==> src/nvm_cmd_defines.svh <==
// Register indices, field positions, reset values and command codes of the command front end
`ifndef NVM_CMD_DEFINES_SVH
`define NVM_CMD_DEFINES_SVH

// ----------------------------------------------------------------------------
// Register indices (byte address is four times the index)
// ----------------------------------------------------------------------------
`define IDX_PARAM_INDEX     6'h02
`define IDX_ERR_CONFIG      6'h04
`define IDX_FLASH_STATUS    6'h06
`define IDX_ERR_STATUS      6'h07
`define IDX_PARAM_WORD      6'h0a

// ----------------------------------------------------------------------------
// Flash status field positions
// ----------------------------------------------------------------------------
`define STAT_CMD_DONE       7
`define STAT_ACC_ERR        5
`define STAT_PROT_VIOL      4
`define STAT_BUSY           3
`define STAT_VERIFY_HI      1
`define STAT_VERIFY_LO      0

// ----------------------------------------------------------------------------
// Error config and error status field positions
// ----------------------------------------------------------------------------
`define ERR_CHANGE_STATE    3
`define ERR_SECTOR_FORMAT   2
`define ERR_DOUBLE_FAULT    1
`define ERR_SINGLE_FAULT    0

// ----------------------------------------------------------------------------
// Command codes, parameter slots and query defaults
// ----------------------------------------------------------------------------
`define CMD_DISABLE_EMUL    8'h14
`define CMD_EMUL_QUERY      8'h15
`define PIDX_CMD            3'h0
`define PIDX_USER_PART      3'h1
`define PIDX_BUF_PART       3'h2
`define PIDX_ERASE_CNT      3'h3
`define PIDX_SECTOR_CNT     3'h4
`define PIDX_FIRST_UNIMPL   3'h6
`define QUERY_NO_PART       16'hffff
`define QUERY_NO_COUNT      8'h00
`define PARAM_RESET         16'h0000

`endif

==> src/nvm_cmd_pkg.sv <==
// Types shared by the command front end
package nvm_cmd_pkg;
  // Sequencer states, Gray along idle to either operation and back
  typedef enum logic [1:0] {
    ST_IDLE  = 2'b00,
    ST_HALT  = 2'b01,
    ST_QUERY = 2'b10
  } seq_state_t;
endpackage : nvm_cmd_pkg

==> src/phrase_fault_detect.sv <==
// Single-correct, double-detect check over one 64-bit read phrase
`timescale 1ns/1ps
module phrase_fault_detect #(
  parameter int DW = 64
) (
  input  wire logic [DW-1:0] data_in,     // Raw phrase from the array
  input  wire logic [7:0]    check_in,    // Stored check bits, bit 7 is overall parity
  output logic      [DW-1:0] data_out,    // Corrected phrase
  output logic               single_out,  // One bit was wrong and was fixed
  output logic               double_out   // Two bits wrong, not correctable
);
  // Column code per data bit; none has weight one, so check-bit hits never alias
  function automatic logic [6:0] code_of(input int i);
    if (i == 0) begin
      return 7'h03;
    end
    return {1'b1, i[5:0]};
  endfunction : code_of

  logic [6:0] calc;
  logic [6:0] syndrome;
  logic       parity_bad;

  // Syndrome bits, one XOR tree per check bit
  for (genvar j = 0; j < 7; j++) begin : g_syn
    logic [DW-1:0] mask;
    for (genvar i = 0; i < DW; i++) begin : g_mask
      localparam logic [6:0] COL = code_of(i);
      assign mask[i] = COL[j];
    end
    assign calc[j] = ^(data_in & mask);
  end

  assign syndrome   = calc ^ check_in[6:0];
  assign parity_bad = ^{data_in, check_in};
  assign single_out = parity_bad;
  assign double_out = !parity_bad && (syndrome != 7'h00);

  // Flip only the bit whose code matches an odd-parity syndrome
  for (genvar i = 0; i < DW; i++) begin : g_fix
    assign data_out[i] = data_in[i] ^ (parity_bad && (syndrome == code_of(i)));
  end
endmodule : phrase_fault_detect

==> src/nvm_cmd_launch.sv <==
// Command launch, parameter array, status and error reporting of the flash controller
// Operation
// - Code 0x14 halts emulation at a safe point, tags kept, then sets done flag.
// - Disable command with parameter index not zero at launch raises access error.
// - Launch while a load-data-field sequence is active raises access error.
// - Disable without prior partitioning raises access error; other status untouched.
// - Code 0x15 writes partition sizes, erase count and sector counts to slots 1-4.
// - Query sets done flag only once all results sit in the array.
// - Unpartitioned query returns all-ones sizes and count, zero sector counts.
// - Config bit 3 gates the change-state error interrupt.
// - Config bit 2 gates the sector-format error interrupt.
// - Config bit 1 gates the double-fault interrupt.
// - Config bit 0 gates the single-fault interrupt.
// - Done, access error, protection bits writable; busy, verify read-only; rest zero.
// - Double fault during reset sequence may alter status reset value.
// - Software loads parameters, writes one to done flag; device clears it.
// - Parameter fields locked from launch until done flag returns.
// - Slots 6 and 7 ignore writes and read as zero.
// - Slot 0 holds command code high, zero plus address bits 22:16 low.
// - Reads correct single and detect double faults per 64-bit phrase.
`timescale 1ns/1ps
`include "nvm_cmd_defines.svh"
module nvm_cmd_launch #(
  parameter int PW = 64                       // Read phrase width
) (
  input  wire logic          clk_in,          // Bus clock, 200 MHz
  input  wire logic          rstn_in,         // Async reset, active low
  // Wishbone classic slave
  input  wire logic          wb_cyc_in,       // Cycle
  input  wire logic          wb_stb_in,       // Strobe
  input  wire logic          wb_we_in,        // Write enable
  input  wire logic [7:0]    wb_adr_in,       // Byte address
  input  wire logic [3:0]    wb_sel_in,       // Byte lanes
  input  wire logic [31:0]   wb_dat_in,       // Write data
  output logic      [31:0]   wb_dat_out,      // Read data
  output logic               wb_ack_out,      // Acknowledge
  // Emulation engine and partition state
  input  wire logic          load_seq_in,     // Load-data-field sequence active
  input  wire logic          partitioned_in,  // A partitioning command has run
  output logic               halt_req_out,    // Ask engine to stop at safe point
  input  wire logic          halt_ack_in,     // Engine stopped, tags intact
  input  wire logic [15:0]   user_part_in,    // User partition sectors
  input  wire logic [15:0]   buf_part_in,     // Buffer partition sectors
  input  wire logic [15:0]   erase_cnt_in,    // Sector erase count
  input  wire logic [7:0]    dead_cnt_in,     // Dead sector count
  input  wire logic [7:0]    ready_cnt_in,    // Ready sector count
  input  wire logic          change_err_in,   // Change-state error pulse
  input  wire logic          format_err_in,   // Sector-format error pulse
  input  wire logic          prot_viol_in,    // Protection violation pulse
  input  wire logic          reset_dfault_in, // Double fault seen in reset sequence
  // Array read path
  input  wire logic          rd_valid_in,     // Phrase valid
  input  wire logic [PW-1:0] rd_data_in,      // Raw phrase
  input  wire logic [7:0]    rd_check_in,     // Check bits
  output logic               rd_valid_out,    // Corrected phrase valid
  output logic      [PW-1:0] rd_data_out,     // Corrected phrase
  // Command hand-off and interrupt
  output logic      [7:0]    cmd_code_out,    // Code of running command
  output logic               error_irq_out    // Gated error interrupt
);

  // --------------------------------------------------------------------------
  // State
  // --------------------------------------------------------------------------
  nvm_cmd_pkg::seq_state_t state_r;
  logic [15:0] param_mem [0:5];
  logic [2:0]  param_idx_r;
  logic        cmd_done_r;
  logic        acc_err_r;
  logic        prot_viol_r;
  logic [1:0]  verify_r;
  logic [3:0]  err_cfg_r;
  logic [3:0]  err_flag_r;
  logic [7:0]  cmd_r;
  logic [2:0]  qcnt_r;
  logic        init_r;
  logic        ack_r;
  logic [31:0] dat_r;
  logic        irq_r;
  logic        rdv_r;
  logic [PW-1:0] rdd_r;

  // --------------------------------------------------------------------------
  // Bus decode
  // --------------------------------------------------------------------------
  wire        acc      = wb_cyc_in && wb_stb_in && !ack_r;
  wire [5:0]  widx     = wb_adr_in[7:2];
  wire        wr       = acc && wb_we_in;
  wire        wr_pidx  = wr && (widx == `IDX_PARAM_INDEX) && wb_sel_in[0];
  wire        wr_cfg   = wr && (widx == `IDX_ERR_CONFIG) && wb_sel_in[0];
  wire        wr_stat  = wr && (widx == `IDX_FLASH_STATUS) && wb_sel_in[0];
  wire        wr_estat = wr && (widx == `IDX_ERR_STATUS) && wb_sel_in[0];
  wire        wr_param = wr && (widx == `IDX_PARAM_WORD);
  wire        idx_impl = (param_idx_r < `PIDX_FIRST_UNIMPL);
  wire        busy     = (state_r != nvm_cmd_pkg::ST_IDLE);

  // Launch and its checks; a write of one with errors still pending is ignored
  wire        launch   = wr_stat && wb_dat_in[`STAT_CMD_DONE] && cmd_done_r
                         && !acc_err_r && !prot_viol_r;
  wire [7:0]  code     = param_mem[0][15:8];
  wire        known    = (code == `CMD_DISABLE_EMUL) || (code == `CMD_EMUL_QUERY);
  wire        bad_idx  = (param_idx_r != `PIDX_CMD);
  wire        no_part  = (code == `CMD_DISABLE_EMUL) && !partitioned_in;
  wire        reject   = load_seq_in || bad_idx || no_part || !known;
  wire        accept   = launch && !reject;

  // --------------------------------------------------------------------------
  // Read mux
  // --------------------------------------------------------------------------
  wire [7:0]  stat_rd  = {cmd_done_r, 1'b0, acc_err_r, prot_viol_r,
                          busy, 1'b0, verify_r};
  wire [15:0] param_rd = idx_impl ? param_mem[param_idx_r] : 16'h0000;
  wire [31:0] rd_mux   =
      (widx == `IDX_PARAM_INDEX)  ? {29'h0, param_idx_r} :
      (widx == `IDX_ERR_CONFIG)   ? {28'h0, err_cfg_r} :
      (widx == `IDX_FLASH_STATUS) ? {24'h0, stat_rd} :
      (widx == `IDX_ERR_STATUS)   ? {28'h0, err_flag_r} :
      (widx == `IDX_PARAM_WORD)   ? {16'h0, param_rd} : 32'h0;

  // Query result for the slot being filled
  wire        part_ok  = partitioned_in;
  wire [15:0] q_val    =
      (qcnt_r == `PIDX_USER_PART) ? (part_ok ? user_part_in : `QUERY_NO_PART) :
      (qcnt_r == `PIDX_BUF_PART)  ? (part_ok ? buf_part_in  : `QUERY_NO_PART) :
      (qcnt_r == `PIDX_ERASE_CNT) ? (part_ok ? erase_cnt_in : `QUERY_NO_PART) :
      (part_ok ? {dead_cnt_in, ready_cnt_in}
               : {`QUERY_NO_COUNT, `QUERY_NO_COUNT});

  // --------------------------------------------------------------------------
  // Read path fault check
  // --------------------------------------------------------------------------
  logic [PW-1:0] fix_data;
  logic          f_single;
  logic          f_double;

  phrase_fault_detect #(
    .DW         (PW)
  ) u_fault (
    .data_in    (rd_data_in),
    .check_in   (rd_check_in),
    .data_out   (fix_data),
    .single_out (f_single),
    .double_out (f_double)
  );

  wire       hit_single = rd_valid_in && f_single;
  wire       hit_double = rd_valid_in && f_double;
  wire       boot_fault = !init_r && reset_dfault_in;
  wire [3:0] flag_set   = {change_err_in, format_err_in,
                           hit_double || boot_fault, hit_single};
  wire [3:0] flag_clr   = wr_estat ? wb_dat_in[3:0] : 4'h0;

  // --------------------------------------------------------------------------
  // Bus response, registered one cycle after the strobe
  // --------------------------------------------------------------------------
  always_ff @(posedge clk_in or negedge rstn_in) begin
    if (!rstn_in) begin
      ack_r <= 1'b0;
      dat_r <= 32'h0;
    end else begin
      ack_r <= acc;
      if (acc && !wb_we_in) begin
        dat_r <= rd_mux;
      end
    end
  end

  // Index and config, writable any time; index is not a locked field
  always_ff @(posedge clk_in or negedge rstn_in) begin
    if (!rstn_in) begin
      param_idx_r <= 3'h0;
      err_cfg_r   <= 4'h0;
    end else begin
      if (wr_pidx) begin
        param_idx_r <= wb_dat_in[2:0];
      end
      if (wr_cfg) begin
        err_cfg_r <= wb_dat_in[3:0];
      end
    end
  end

  // Error flags: set wins over a same-cycle clear
  always_ff @(posedge clk_in or negedge rstn_in) begin
    if (!rstn_in) begin
      err_flag_r <= 4'h0;
    end else begin
      err_flag_r <= (err_flag_r & ~flag_clr) | flag_set;
    end
  end

  // Interrupt: sticky flag gated by its own enable
  always_ff @(posedge clk_in or negedge rstn_in) begin
    if (!rstn_in) begin
      irq_r <= 1'b0;
    end else begin
      irq_r <= |(err_flag_r & err_cfg_r);
    end
  end

  // Corrected read data, one cycle behind the raw phrase
  always_ff @(posedge clk_in or negedge rstn_in) begin
    if (!rstn_in) begin
      rdv_r <= 1'b0;
      rdd_r <= '0;
    end else begin
      rdv_r <= rd_valid_in;
      if (rd_valid_in) begin
        rdd_r <= fix_data;
      end
    end
  end

  // --------------------------------------------------------------------------
  // Parameter array; software locked out while a command runs
  // --------------------------------------------------------------------------
  for (genvar k = 0; k < 6; k++) begin : g_param
    wire sw_wr = wr_param && cmd_done_r && (param_idx_r == k);
    wire hw_wr = (state_r == nvm_cmd_pkg::ST_QUERY) && (qcnt_r == k);
    always_ff @(posedge clk_in or negedge rstn_in) begin
      if (!rstn_in) begin
        param_mem[k] <= `PARAM_RESET;
      end else if (hw_wr) begin
        param_mem[k] <= q_val;
      end else if (sw_wr) begin
        if (wb_sel_in[1]) begin
          param_mem[k][15:8] <= wb_dat_in[15:8];
        end
        if (wb_sel_in[0]) begin
          param_mem[k][7:0] <= wb_dat_in[7:0];
        end
      end
    end
  end

  // --------------------------------------------------------------------------
  // Status flags written by software
  // --------------------------------------------------------------------------
  wire acc_set = launch && reject;
  wire acc_clr = wr_stat && wb_dat_in[`STAT_ACC_ERR];
  wire pv_clr  = wr_stat && wb_dat_in[`STAT_PROT_VIOL];

  always_ff @(posedge clk_in or negedge rstn_in) begin
    if (!rstn_in) begin
      acc_err_r   <= 1'b0;
      prot_viol_r <= 1'b0;
    end else begin
      acc_err_r   <= acc_set || (acc_err_r && !acc_clr);
      prot_viol_r <= prot_viol_in || (prot_viol_r && !pv_clr);
    end
  end

  // Reset-sequence capture; verify bits read-only to software
  always_ff @(posedge clk_in or negedge rstn_in) begin
    if (!rstn_in) begin
      init_r   <= 1'b0;
      verify_r <= 2'b00;
    end else begin
      init_r <= 1'b1;
      if (boot_fault) begin
        verify_r <= 2'b11;
      end
    end
  end

  // --------------------------------------------------------------------------
  // Command sequencer
  // --------------------------------------------------------------------------
  // Done flag resets to one so the first launch is possible
  always_ff @(posedge clk_in or negedge rstn_in) begin
    if (!rstn_in) begin
      state_r    <= nvm_cmd_pkg::ST_IDLE;
      cmd_done_r <= 1'b1;
      cmd_r      <= 8'h00;
      qcnt_r     <= 3'h0;
    end else begin
      case (state_r)
        nvm_cmd_pkg::ST_IDLE: begin
          if (accept) begin
            cmd_done_r <= 1'b0;
            cmd_r      <= code;
            qcnt_r     <= `PIDX_USER_PART;
            if (code == `CMD_DISABLE_EMUL) begin
              state_r <= nvm_cmd_pkg::ST_HALT;
            end else begin
              state_r <= nvm_cmd_pkg::ST_QUERY;
            end
          end
        end
        nvm_cmd_pkg::ST_HALT: begin
          // Tag RAM and counter are left alone; engine only stops
          if (halt_ack_in) begin
            cmd_done_r <= 1'b1;
            state_r    <= nvm_cmd_pkg::ST_IDLE;
          end
        end
        nvm_cmd_pkg::ST_QUERY: begin
          // Done only in the edge that stores the last slot
          if (qcnt_r == `PIDX_SECTOR_CNT) begin
            cmd_done_r <= 1'b1;
            state_r    <= nvm_cmd_pkg::ST_IDLE;
          end else begin
            qcnt_r <= qcnt_r + 3'h1;
          end
        end
        default: begin
          state_r    <= nvm_cmd_pkg::ST_IDLE;
          cmd_done_r <= 1'b1;
        end
      endcase
    end
  end

  // --------------------------------------------------------------------------
  // Outputs
  // --------------------------------------------------------------------------
  assign wb_ack_out    = ack_r;
  assign wb_dat_out    = dat_r;
  assign halt_req_out  = (state_r == nvm_cmd_pkg::ST_HALT);
  assign cmd_code_out  = cmd_r;
  assign error_irq_out = irq_r;
  assign rd_valid_out  = rdv_r;
  assign rd_data_out   = rdd_r;

  // --------------------------------------------------------------------------
  // Checks
  // --------------------------------------------------------------------------
  chk_launch_clears: assert property (@(posedge clk_in) disable iff (!rstn_in)
    accept |=> !cmd_done_r && busy)
    else $error("accepted launch did not clear done flag");

  chk_reject_keeps: assert property (@(posedge clk_in) disable iff (!rstn_in)
    acc_set |=> acc_err_r && cmd_done_r && !busy)
    else $error("rejected launch started an operation");

  chk_index_err: assert property (@(posedge clk_in) disable iff (!rstn_in)
    (launch && bad_idx) |=> acc_err_r)
    else $error("nonzero index at launch not flagged");

  chk_load_seq: assert property (@(posedge clk_in) disable iff (!rstn_in)
    (launch && load_seq_in) |=> acc_err_r && cmd_done_r)
    else $error("launch during load sequence not flagged");

  chk_no_part: assert property (@(posedge clk_in) disable iff (!rstn_in)
    (launch && no_part) |=> acc_err_r && $stable(verify_r) && $stable(prot_viol_r))
    else $error("disable without partition mishandled");

  chk_halt_done: assert property (@(posedge clk_in) disable iff (!rstn_in)
    (state_r == nvm_cmd_pkg::ST_HALT && halt_ack_in) |=> cmd_done_r && !halt_req_out)
    else $error("halt acknowledge did not complete command");

  chk_query_fill: assert property (@(posedge clk_in) disable iff (!rstn_in)
    (accept && code == `CMD_EMUL_QUERY && !partitioned_in) ##1
    (!partitioned_in)[*4] |=> cmd_done_r && param_mem[1] == 16'hffff &&
    param_mem[3] == 16'hffff && param_mem[4] == 16'h0000)
    else $error("unpartitioned query returned wrong values");

  chk_query_late: assert property (@(posedge clk_in) disable iff (!rstn_in)
    (accept && code == `CMD_EMUL_QUERY) |=> !cmd_done_r [*4] ##1 cmd_done_r)
    else $error("query done flag timing wrong");

  chk_param_lock: assert property (@(posedge clk_in) disable iff (!rstn_in)
    (wr_param && !cmd_done_r && param_idx_r == `PIDX_CMD) |=> $stable(param_mem[0]))
    else $error("parameter field changed while locked");

  chk_unimpl_zero: assert property (@(posedge clk_in) disable iff (!rstn_in)
    (acc && !wb_we_in && widx == `IDX_PARAM_WORD && !idx_impl) |=> wb_ack_out && wb_dat_out == 32'h0)
    else $error("unimplemented slot read not zero");

  chk_irq_gate: assert property (@(posedge clk_in) disable iff (!rstn_in)
    ((err_flag_r[`ERR_CHANGE_STATE] && err_cfg_r[`ERR_CHANGE_STATE]) ||
     (err_flag_r[`ERR_SECTOR_FORMAT] && err_cfg_r[`ERR_SECTOR_FORMAT])) |=> error_irq_out)
    else $error("interrupt not gated by enables");

  chk_double_flag: assert property (@(posedge clk_in) disable iff (!rstn_in)
    hit_double |=> err_flag_r[`ERR_DOUBLE_FAULT] ##1 (error_irq_out == err_cfg_r[`ERR_DOUBLE_FAULT] || |err_flag_r[3:2] || err_flag_r[0]))
    else $error("double fault not recorded");

endmodule : nvm_cmd_launch

==> config.mk <==
export PLATFORM = sky130hd
export DESIGN_NAME = nvm_cmd_launch
export DESIGN_NICKNAME = d
export VERILOG_FILES = /design/src/nvm_cmd_pkg.sv /design/src/phrase_fault_detect.sv /design/src/nvm_cmd_launch.sv
export VERILOG_INCLUDE_DIRS = /design/src /design/src/src
export SDC_FILE = /design/constraint.sdc
export NUM_CORES = 1
export LEC_CHECK = 0
export ABC_AREA = 1
export BUFFER_PORTS_ARGS = -buffer_cell sky130_fd_sc_hd__buf_2
export CAP_MARGIN = 5
export CORE_MARGIN = 1.5
export CORE_UTILIZATION = 26
export DETAILED_ROUTE_END_ITERATION = 7
export PLACE_DENSITY = 0.49
export SYNTH_ARGS = -nofsm -noshare
export SYNTH_HDL_FRONTEND = slang
export SYNTH_SLANG_ARGS = --single-unit
==> constraint.sdc <==
create_clock -name clk_in -period 4.17 [get_ports clk_in]
set_input_delay 0.417 -clock clk_in [delete_from_list [all_inputs] [get_ports clk_in]]
set_output_delay 0.417 -clock clk_in [all_outputs]
set_load 0.02 [all_outputs]
* After elaboration in Yosys (flattened, before gate mapping)
Cells that the tools add are included.
** Storage, ports and cells
- Bits in registers :: 224
- Input bits :: 193
- Output and inout bits :: 108
- Word-level logic and storage cells :: 403
** Cells by class
- Add/sub/neg operators :: 1
- Magnitude comparators :: 2
- Equality and inequality tests :: 87
- Multiplexer cells :: 43
- Bitwise gates (word level) :: 70
- Reductions and logical operators :: 172
** Operators by type and width (number)
- parity 64 bit :: 7
- == test 7 bit, second input constant :: 63
- two-way mux 16 bit :: 27
- logical AND 1 bit :: 105
- parity 72 bit :: 1
- XOR 1 bit :: 64
- binary-select mux 16 bit (select 3 bit) :: 1
- nonzero test 2 bit :: 20
- AND reduction 2 bit :: 13
- == test 6 x 3 -> 1 bit, second input constant :: 3
- == test 8 x 5 -> 1 bit, second input constant :: 2
- two-way mux 8 bit :: 2
- == test 3 x 2 -> 1 bit, second input constant :: 4
- == test 3 bit, second input constant :: 4
- zero test 1 bit :: 11
- bitwise AND 4 bit :: 2
- two-way mux 2 bit :: 4
- == test 7 x 2 -> 1 bit, second input constant :: 1
- logical OR 1 bit :: 7
- nonzero test 7 bit :: 1
- XOR 7 bit :: 1
- == test 3 x 1 -> 1 bit, second input constant :: 2
- == test 6 x 2 -> 1 bit, second input constant :: 1
- == test 6 x 4 -> 1 bit, second input constant :: 1
- other kinds (21) :: 28

* Longest topological paths before layout
Gate-level depths: netlist of run 1.
- Depth after elaboration :: 12
- Gate-level depth with buffers :: 22
- Mapped depth without buffers :: 22

* Hierarchy
From an unflattened synthesis of run 1, not the netlist that was laid out.
** Second synthesis, totals
- Cell total of the unflattened synthesis :: 2446
- Area total of the unflattened synthesis :: 15538.7 um^2
** By module, submodules not included
- nvm_cmd_launch :: instances 1, cells each 1369, area an instance 10909.2 um^2, sequential area each 5206.2 um^2
- phrase_fault_detect :: instances 1, cells each 1077, area an instance 4629.4 um^2, sequential area each 0.0 um^2

* Worst setup path before layout of run 1
Ideal clock, no wire load.
- Kind :: reg2reg
- Start point :: reg qcnt_r[1]
- End point :: reg param_mem[70] (netlist bit)
- Library setup time :: 0.131 ns
- Arrival time :: 2.099 ns
- Setup slack :: 1.940 ns
- Cell stages (with the launch flop) :: 12
- Cells stage by stage :: dfrtp_1 > inv_1 > ha_1 > inv_1 > nor2_1 > inv_1 > nor2_1 > clkbuf_1 > clkbuf_1 > nor2_1 > a211oi_1 > a21oi_1
** On the way
- Word-level cells in the longest chain between the ends :: 5
- Elaborated cells between the ends (all ways) :: 11
- Classes of those cells :: eq/ne: 3; mux: 4; reduce/logical: 4
** RTL lines
- start: declaration :: RTL line nvm_cmd_launch.sv:75 : logic [2:0] qcnt_r;
- start signal: assignment :: RTL line nvm_cmd_launch.sv:282 : qcnt_r <= `PIDX_USER_PART;
- start signal: assignment :: RTL line nvm_cmd_launch.sv:303 : qcnt_r <= qcnt_r + 3'h1;
- == test 3 x 2 -> 1 bit
- two-way mux 16 bit :: RTL line nvm_cmd_launch.sv:125 : (qcnt_r == `PIDX_ERASE_CNT) ? (part_ok ? erase_cnt_in : `QUERY_NO_PART) :
- two-way mux 16 bit :: RTL line nvm_cmd_launch.sv:124 : (qcnt_r == `PIDX_BUF_PART) ? (part_ok ? buf_part_in : `QUERY_NO_PART) :
- two-way mux 16 bit :: RTL line nvm_cmd_launch.sv:123 : (qcnt_r == `PIDX_USER_PART) ? (part_ok ? user_part_in : `QUERY_NO_PART) :
- two-way mux 16 bit :: RTL line nvm_cmd_launch.sv:223 : end else if (hw_wr) begin
- end signal: indexed assignment :: RTL line nvm_cmd_launch.sv:222 : param_mem[k] <= `PARAM_RESET;
- end signal: indexed assignment :: RTL line nvm_cmd_launch.sv:224 : param_mem[k] <= q_val;
- end signal: indexed assignment :: RTL line nvm_cmd_launch.sv:227 : param_mem[k][15:8] <= wb_dat_in[15:8];
- end: declaration :: RTL line nvm_cmd_launch.sv:66 : logic [15:0] param_mem [0:5];
Several ways; a longest one is shown, not always the timed one.
A chain may end at the register's enable or synchronous reset.

* Worst setup path after layout of run 1
- Start point :: reg qcnt_r[2]
- End point :: reg param_mem[47] (netlist bit)
** On the way
- Word-level cells in the longest chain between the ends :: 5
- Elaborated cells between the ends (all ways) :: 11
- Classes of those cells :: eq/ne: 3; mux: 4; reduce/logical: 4
** RTL lines
- == test 3 x 2 -> 1 bit :: RTL line nvm_cmd_launch.sv:219 : wire hw_wr = (state_r == nvm_cmd_pkg::ST_QUERY) && (qcnt_r == k);
- two-way mux 16 bit :: RTL line nvm_cmd_launch.sv:125
- two-way mux 16 bit :: RTL line nvm_cmd_launch.sv:124
- two-way mux 16 bit :: RTL line nvm_cmd_launch.sv:123
- two-way mux 16 bit :: RTL line nvm_cmd_launch.sv:223
Several ways; a longest one is shown, not always the timed one.

==> results.md, run 1 <==
| Metric | This run |
|---|---|
| Clock tree from TritonCTS | built |
| Worst Slack Setup Final | 1.18 ns |
| Total routed wirelength | 55100 µm |
| Setup bufs post-CTS | 0 |
| Initial antenna violation count | 11 |
| Tcrit/Tclk final | 71.7% |
| Cell class contributing the biggest share of worst-path delay | buffers and inverters |
| Total CTS buffers | 28 |
| CTS Root Buffer Type | clkbuf_16 |
| Via-per-instance ratio | 4.87 |
| Dominant cell type by area after synthesis | dfrtp_1 |
| Cells along the critical path | inv_1 > ha_1 > clkinv_1 > nor2_1 > inv_1 > nand2_1 > nor2_1 > a211oi_1 |
| Final Slew Violations | 0 |
| Startpoint of the worst register-to-register path | qcnt_r[2] |
| Pwr Density | 347 nW/µm² |
| Post-synthesis instance area | 15000 µm² |
| Width of the die | 243 µm |
| Setup repair after global routing missed its margin | false |
| Floorplan die area | 59200 µm² |
| Number of nets with antenna violations after detailed routing | 0 |
| Vert. Die Dim | 243 µm |
| Total iterations of the first detailed-routing run | 6 |
| Number of standard-cell rows in the floorplan | 87 |
| Buffers added on ports | 264 |
| Maximum buffer depth of the clock tree | 3 |
| Timing-limited maximum frequency | 0.334 GHz |
| Dpl cell area | 17000 µm² |
| Synthesized netlist cell count | 2317 |
| Leak | 0.00925 µW |
| Number of standard cells in the layout, taps in and fillers out | 3324 |
| Maximum capacitance violations | 0 |
| Count of unique library cells instantiated by Yosys | 52 |
| Setup WS pre-CTS | 0.889 ns |
| Buffer and inverter count on the worst path | 3 |
| Main synth FF type | dfrtp_1 |
| Max_slew headroom | 22.6% |
| Final count of hold timing violations | 0 |
| Synth top area cells | dfrtp_1 (35%), nand2_1 (24%), nand3_1 (6.8%) |
| Wire length of the first global-routing pass | 84800 µm |
| Async S/R FF share, synth | 100% |
| Worst Tran Pin Value | 1.16 ns |
| Sequential share of the synthesized area | 34.7% |
| Reg2Reg Capture Point | param_mem[47] |
| Skew-Pair Late Insertion Delay | 0.58 ns |
| Final weighted congestion in routability-driven placement | 0.872 |
| Number of top-level pins | 301 |
| Worst hold endpoint | err_flag_r[3] |
| Synth top area share | 34.5% |
| Remaining global-route overflow | 0 |
| YS warnings | 0 |
| Overall routing resource usage | 18.0% |
| Effective utilization at floorplan | 26.5% |
| Arrival time of data at the critical path endpoint | 3.48 ns |
| Total number of vias | 16186 |
| Instance count after placement with tap cells included | 3271 |
| Finished layout cell area | 17800 µm² |
| Post-Route Skew | 0.00968 ns |
| Kind of start point of the critical path | flop |
| Setup violation total in the final timing report | 0 |
| Clk pin slew, worst setup/hold paths | 0.06 ns |
| Number of DRC markers after the initial detailed-route iteration | 1071 |
| CP Max Fanout | 17 |
| Worst hold path depth | 2 |
| Worst Setup Path Type | reg2reg |
| Kind of end point of the critical path | flop |
| Shortest clock period the worst path allows after layout | 2.99 ns |
| Number of global-route vias before repair | 15191 |
| Worst hold path class | in2reg |
| Share of post-route cells with drive strength above 1 | 17.2% |
| Final Net Count | 2745 |
| Critical Path Max Stage Delay | 0.59 ns |
| Result of the run | finished, final reports clean |
| Number of enable-type register cells in the synthesized netlist | 0 |
| Largest net degree at the start of global routing | 92 |
| Layout overhead on the synthesized area | 18.8% |
| IR drop worst, VDD | 0.287 mV |
| Setup Total Neg Slack | 0 ns |
| CP max stage cell | clkinv_1 |
| Depth of the worst register-to-register path | 8 |
| Average wire per cell in the routed design | 16.6 µm |
| Detail Placement HPWL | 41700 µm |
| Worst R2R Setup Slack | 1.18 ns |
| Worst Min Path Start | change_err_in |
| Core region area | 56700 µm² |
| Flops & latches, synth | 208 |
| Avg Inst Size Synth | 6.48 µm² |
| CTS sink count | 208 |
| Critical path required time | 4.66 ns |
| Post-detailed-route DRC marker count | 0 |
| H-tree depth | 1 |
| Number of filler instances in the final layout | 6219 |
| Final Util | 31.5% |
logic make-up after synthesis:
kind of cell	share of synthesized area, %
buffers and inverters	10.3
AOI/OAI and AO/OA	13.9
DFF	34.7
adders and majority gates	0.417
xor gates and xnor gates	1.57
other	0.0500
and+or+nand+nor	39.1
cells in the mapped netlist, types with 2 or more instances:
cell      number
conb_1         2
nand4_1       66
a211oi_1      13
a21oi_1       22
a31oi_1        8
nand3_1      203
buf_2         28
nor2_2        19
nor4_1         6
nand2_1      952
nand3b_1       2
a22o_1         8
clkinv_1       5
o311ai_0       8
a21oi_4        3
nand2_2       27
ha_1           5
o21ai_1        6
xor2_1        13
o221ai_1      21
buf_1          6
inv_2         37
o21ai_0      186
inv_1        206
xnor2_1       12
clkbuf_1      41
o22ai_1       22
a22oi_1       14
or2_2          2
nand3_2        6
nor2_1        75
buf_6         11
nor3_1        15
o31ai_1        4
buf_4         22
o211ai_1      17
nand2_4        3
dfrtp_1      207
layer usage:
metal | wire length (µm) | global-route usage, % | up-vias
li1 | - | - | 7983
met1 | 23200 | 22.5 | 7579
met2 | 26100 | 30.3 | 497
met3 | 3610 | 3.80 | 115
met4 | 2090 | 6.98 | 12
met5 | 64 | 0 | -
worst max-delay path by stage:
stage / startpoint / end / depth (start not counted)
after floorplan: qcnt_r[1] / param_mem[70] / 11
after global placement: rd_data_in[31] / rd_data_out[49] / 20
after detailed placement: rd_data_in[31] / rd_data_out[49] / 21
after CTS: qcnt_r[0] / param_mem[24] / 11
after global routing: qcnt_r[0] / param_mem[40] / 11
final: qcnt_r[2] / param_mem[47] / 8
stage by stage:
stage	power [µW]	hold WS [ns]
2_1_floorplan	3440	0.121
3_3_place_gp	3940	0.449
3_5_place_dp	3970	0.447
4_1_cts	6290	0.00306
5_1_grt	6550	0.0299
6_report	6190	0.0313
power breakdown:
group | switching (µW) | internal [µW]
combinational | 1290 | 458
sequential | 59.1 | 2130
clock | 962 | 1290
placed cells by master, fill, tap and decap left out, types with 5 or more instances in the layout:
cell type	instances
a22oi_1	14
o311ai_0	8
clkinv_2	6
conb_1	17
a22o_1	8
inv_2	38
dfrtp_1	207
nor2_2	20
o211ai_1	17
nand2_2	27
o21ai_0	186
nand4_1	66
ha_1	5
clkbuf_1	6
a211oi_1	13
inv_1	205
diode_2	6
xor2_1	13
o22ai_1	22
nand3_1	203
nor3_1	14
clkinv_1	5
o21ai_1	6
nor4_1	6
o221ai_1	21
a21oi_1	22
buf_2	263
clkbuf_16	28
nand3_2	6
buf_4	26
xnor2_1	12
nand2_1	952
nor2_1	74
a31oi_1	8
sequential cells by signal, indices dropped and copies added, names as in the netlist, 2 cells and up:
| name | count |
|---|---|
| err_cfg_r | 4 |
| cmd_code_out | 8 |
| code | 8 |
| state_r | 2 |
| rd_data_out | 64 |
| qcnt_r | 3 |
| param_idx_r | 3 |
| err_flag_r | 4 |
| param_mem | 88 |
| wb_dat_out | 16 |
area by class of cell:
class,instances,area [µm²],share of cell area (%)
clock buffer,38,778,4.36
multi-input combinational,1767,8320,46.6
sequential,208,5210,29.2
tap,756,946,5.30
timing repair buffer,294,1590,8.89
clock inverter,7,60.1,0.337
inverter,248,931,5.22
antenna,6,15.0,0.0842
repair_timing:
| item | in CTS | in global routing |
|---|---|---|
| gates resized for setup | 0 | 0 |
| endpoints found under the setup margin | 0 | 0 |
| hold buffers | 2 | 0 |
| hold endpoints to repair | 89 | 0 |
Note: power is estimated with default switching activity, not from simulation.
==> run 2: changes to the inputs <==
==> constraint.sdc (replaced) <==
create_clock -name clk_in -period 3.05 [get_ports clk_in]
set_input_delay 0.305 -clock clk_in [delete_from_list [all_inputs] [get_ports clk_in]]
set_output_delay 0.305 -clock clk_in [all_outputs]
set_load 0.02 [all_outputs]
==> run 2 against run 1 <==
Setup slack got worse by 0.71 ns; die area did not move; critical endpoint is now param_mem[55]; via count up 0.87%; largest power group unchanged; total power grew 44%; non-clock buffer count is 60 higher; register-to-register slack worse by 0.71 ns; sequential power is 37% higher; critical path depth did not move; clock-buffer cell count grew 1.
==> results.md, run 2 (same netlist as run 1, synthesis figures left out) <==
| Metric | This run | Delta |
|---|---|---|
| Result of the run | finished, final reports clean | unchanged |
| Post-detailed-route DRC marker count | 0 | unchanged |
| CTS Root Buffer Type | clkbuf_16 | unchanged |
| IR drop worst, VDD | 0.315 mV | was 0.287 mV |
| Kind of start point of the critical path | flop | unchanged |
| Max_slew headroom | 39.3% | was 22.6% |
| Average wire per cell in the routed design | 16.3 µm | was 16.6 µm |
| Detail Placement HPWL | 42800 µm | was 41700 µm |
| Wire length of the first global-routing pass | 85700 µm | was 84800 µm |
| Final count of hold timing violations | 0 | unchanged |
| Kind of end point of the critical path | flop | unchanged |
| Post-Route Skew | 0.0175 ns | was 0.00968 ns |
| Finished layout cell area | 18400 µm² | was 17800 µm² |
| Dpl cell area | 17400 µm² | was 17000 µm² |
| Number of DRC markers after the initial detailed-route iteration | 1057 | was 1071 |
| Setup repair after global routing missed its margin | false | unchanged |
| Shortest clock period the worst path allows after layout | 2.58 ns | was 2.99 ns |
| Via-per-instance ratio | 4.82 | was 4.87 |
| Number of global-route vias before repair | 15484 | was 15191 |
| Setup Total Neg Slack | 0 ns | unchanged |
| Clock tree from TritonCTS | built | unchanged |
| Clk pin slew, worst setup/hold paths | 0.05 ns | was 0.06 ns |
| Buffers added on ports | 264 | unchanged |
| CTS-repair resized insts | 0 | unchanged |
| Arrival time of data at the critical path endpoint | 3.06 ns | was 3.48 ns |
| Core region area | 56700 µm² | unchanged |
| Register Area | 5210 µm² | unchanged |
| Total routed wirelength | 55200 µm | was 55100 µm |
| Floorplan die area | 59200 µm² | unchanged |
| CTS sink count | 208 | unchanged |
| Total number of vias | 16327 | was 16186 |
| Hold buffer count at cts | 10 | was 2 |
| Layout overhead on the synthesized area | 22.9% | was 18.8% |
| CP Max Fanout | 9 | was 17 |
| Register with the most flip-flops | param_mem | unchanged |
| Overall routing resource usage | 18.1% | was 18.0% |
| Worst Tran Pin Value | 0.908 ns | was 1.16 ns |
| Commonest cells after routing, fill and taps aside | nand2_1 (952), buf_2 (263), dfrtp_1 (207), inv_1 (205), nand3_1 (203) | unchanged |
| Area taken by multi-input logic gates | 8320 µm² | unchanged |
| Final Net Count | 2805 | was 2745 |
| Worst hold path class | in2reg | unchanged |
| Maximum buffer depth of the clock tree | 3 | unchanged |
| Most common cell after layout, fill and taps aside | nand2_1 | unchanged |
| Pwr Density | 483 nW/µm² | was 347 nW/µm² |
| Leak | 0.00961 µW | was 0.00925 µW |
| Worst R2R Setup Slack | 0.47 ns | was 1.18 ns |
| Number of top-level pins | 301 | unchanged |
| Final weighted congestion in routability-driven placement | 0.893 | was 0.872 |
| Initial antenna violation count | 13 | was 11 |
| Setup bufs post-CTS | 0 | unchanged |
| Largest net degree at the start of global routing | 79 | was 92 |
| Timing-limited maximum frequency | 0.387 GHz | was 0.334 GHz |
| Remaining global-route overflow | 0 | unchanged |
| Total iterations of the first detailed-routing run | 7 | was 6 |
| Number of filler instances in the final layout | 6243 | was 6219 |
| Total CTS buffers | 28 | unchanged |
| Final Util | 32.5% | was 31.5% |
| H-tree depth | 1 | unchanged |
| Setup violation total in the final timing report | 0 | unchanged |
| Flip-flop count of the largest register, all copies and words added | 88 | unchanged |
| Width of the die | 243 µm | unchanged |
| Number of nets with antenna violations after detailed routing | 0 | unchanged |
| Share of post-route cells with drive strength above 1 | 18.8% | was 17.2% |
| Number of standard-cell rows in the floorplan | 87 | unchanged |
| Effective utilization at floorplan | 26.5% | unchanged |
| Worst Setup Path Type | reg2reg | unchanged |
| Final Slew Violations | 0 | unchanged |
| Skew-Pair Late Insertion Delay | 0.59 ns | was 0.58 ns |
| Maximum capacitance violations | 0 | unchanged |
| Critical path required time | 3.53 ns | was 4.66 ns |
| Vert. Die Dim | 243 µm | unchanged |
| Tcrit/Tclk final | 84.7% | was 71.7% |
## run 2: final cells by class
type	instances	area share [%]
multi-input cells	1767	45.1
flip-flops and latches	208	28.2
repair buffers	354	11.4
well taps	756	5.13
inverters	248	5.05
clock buffers	39	4.24
clock inverters	8	0.780
diodes	6	0.0814
## run 2: metrics by stage
stage	setup slack, ns	std cells	total power (µW)	hold WS (ns)
final	0.466	3386	8910	0.0422
after detailed placement	0.333	3323	5570	0.364
after global routing	0.224	3386	9410	0.0265
after global placement	0.385	3323	5540	0.368
after CTS	0.496	3380	9030	0.0102
after floorplan	0.820	2332	4710	0.00941
## run 2: routing by layer
layer	wire length [µm]	vias to the layer above	track usage, %
met2	26500	479	31.1
met4	1870	14	6.54
met3	3010	118	3.14
met5	80	-	0
met1	23700	7624	22.7
li1	-	8092	-
## run 2: path summary, 6_finish.rpt
check / cells after the start / end / startpoint
min reg2reg: 1 / cmd_code_out[4] / cmd_code_out[4]
min: 3 / param_mem[48] / wb_dat_in[0]
max reg2reg: 8 / param_mem[55] / param_idx_r[1]
max: 8 / param_mem[55] / param_idx_r[1]
min in group asynchronous: 2 / wb_dat_out[14] / rstn_in
max in group asynchronous: 3 / cmd_done_r / rstn_in
## run 2: power breakdown
| group | total, µW | switching [µW] | leakage, µW | internal (µW) |
|---|---|---|---|---|
| Sequential | 3000 | 81.6 | 0.00246 | 2910 |
| Combinational | 2550 | 1780 | 0.00670 | 770 |
| Clock | 3360 | 1330 | 0.000452 | 2030 |
| Total | 8910 | 3200 | 0.00961 | 5720 |
## run 2: worst max-delay path, cell delays in order, from the launching register on
cell	delay (ns)
dfrtp_1	0.45
inv_1	0.13
nor2_2	0.41
clkinv_1	0.44
nor2_2	0.26
nand2_1	0.23
nand2_1	0.20
inv_2	0.10
a211oi_1	0.25
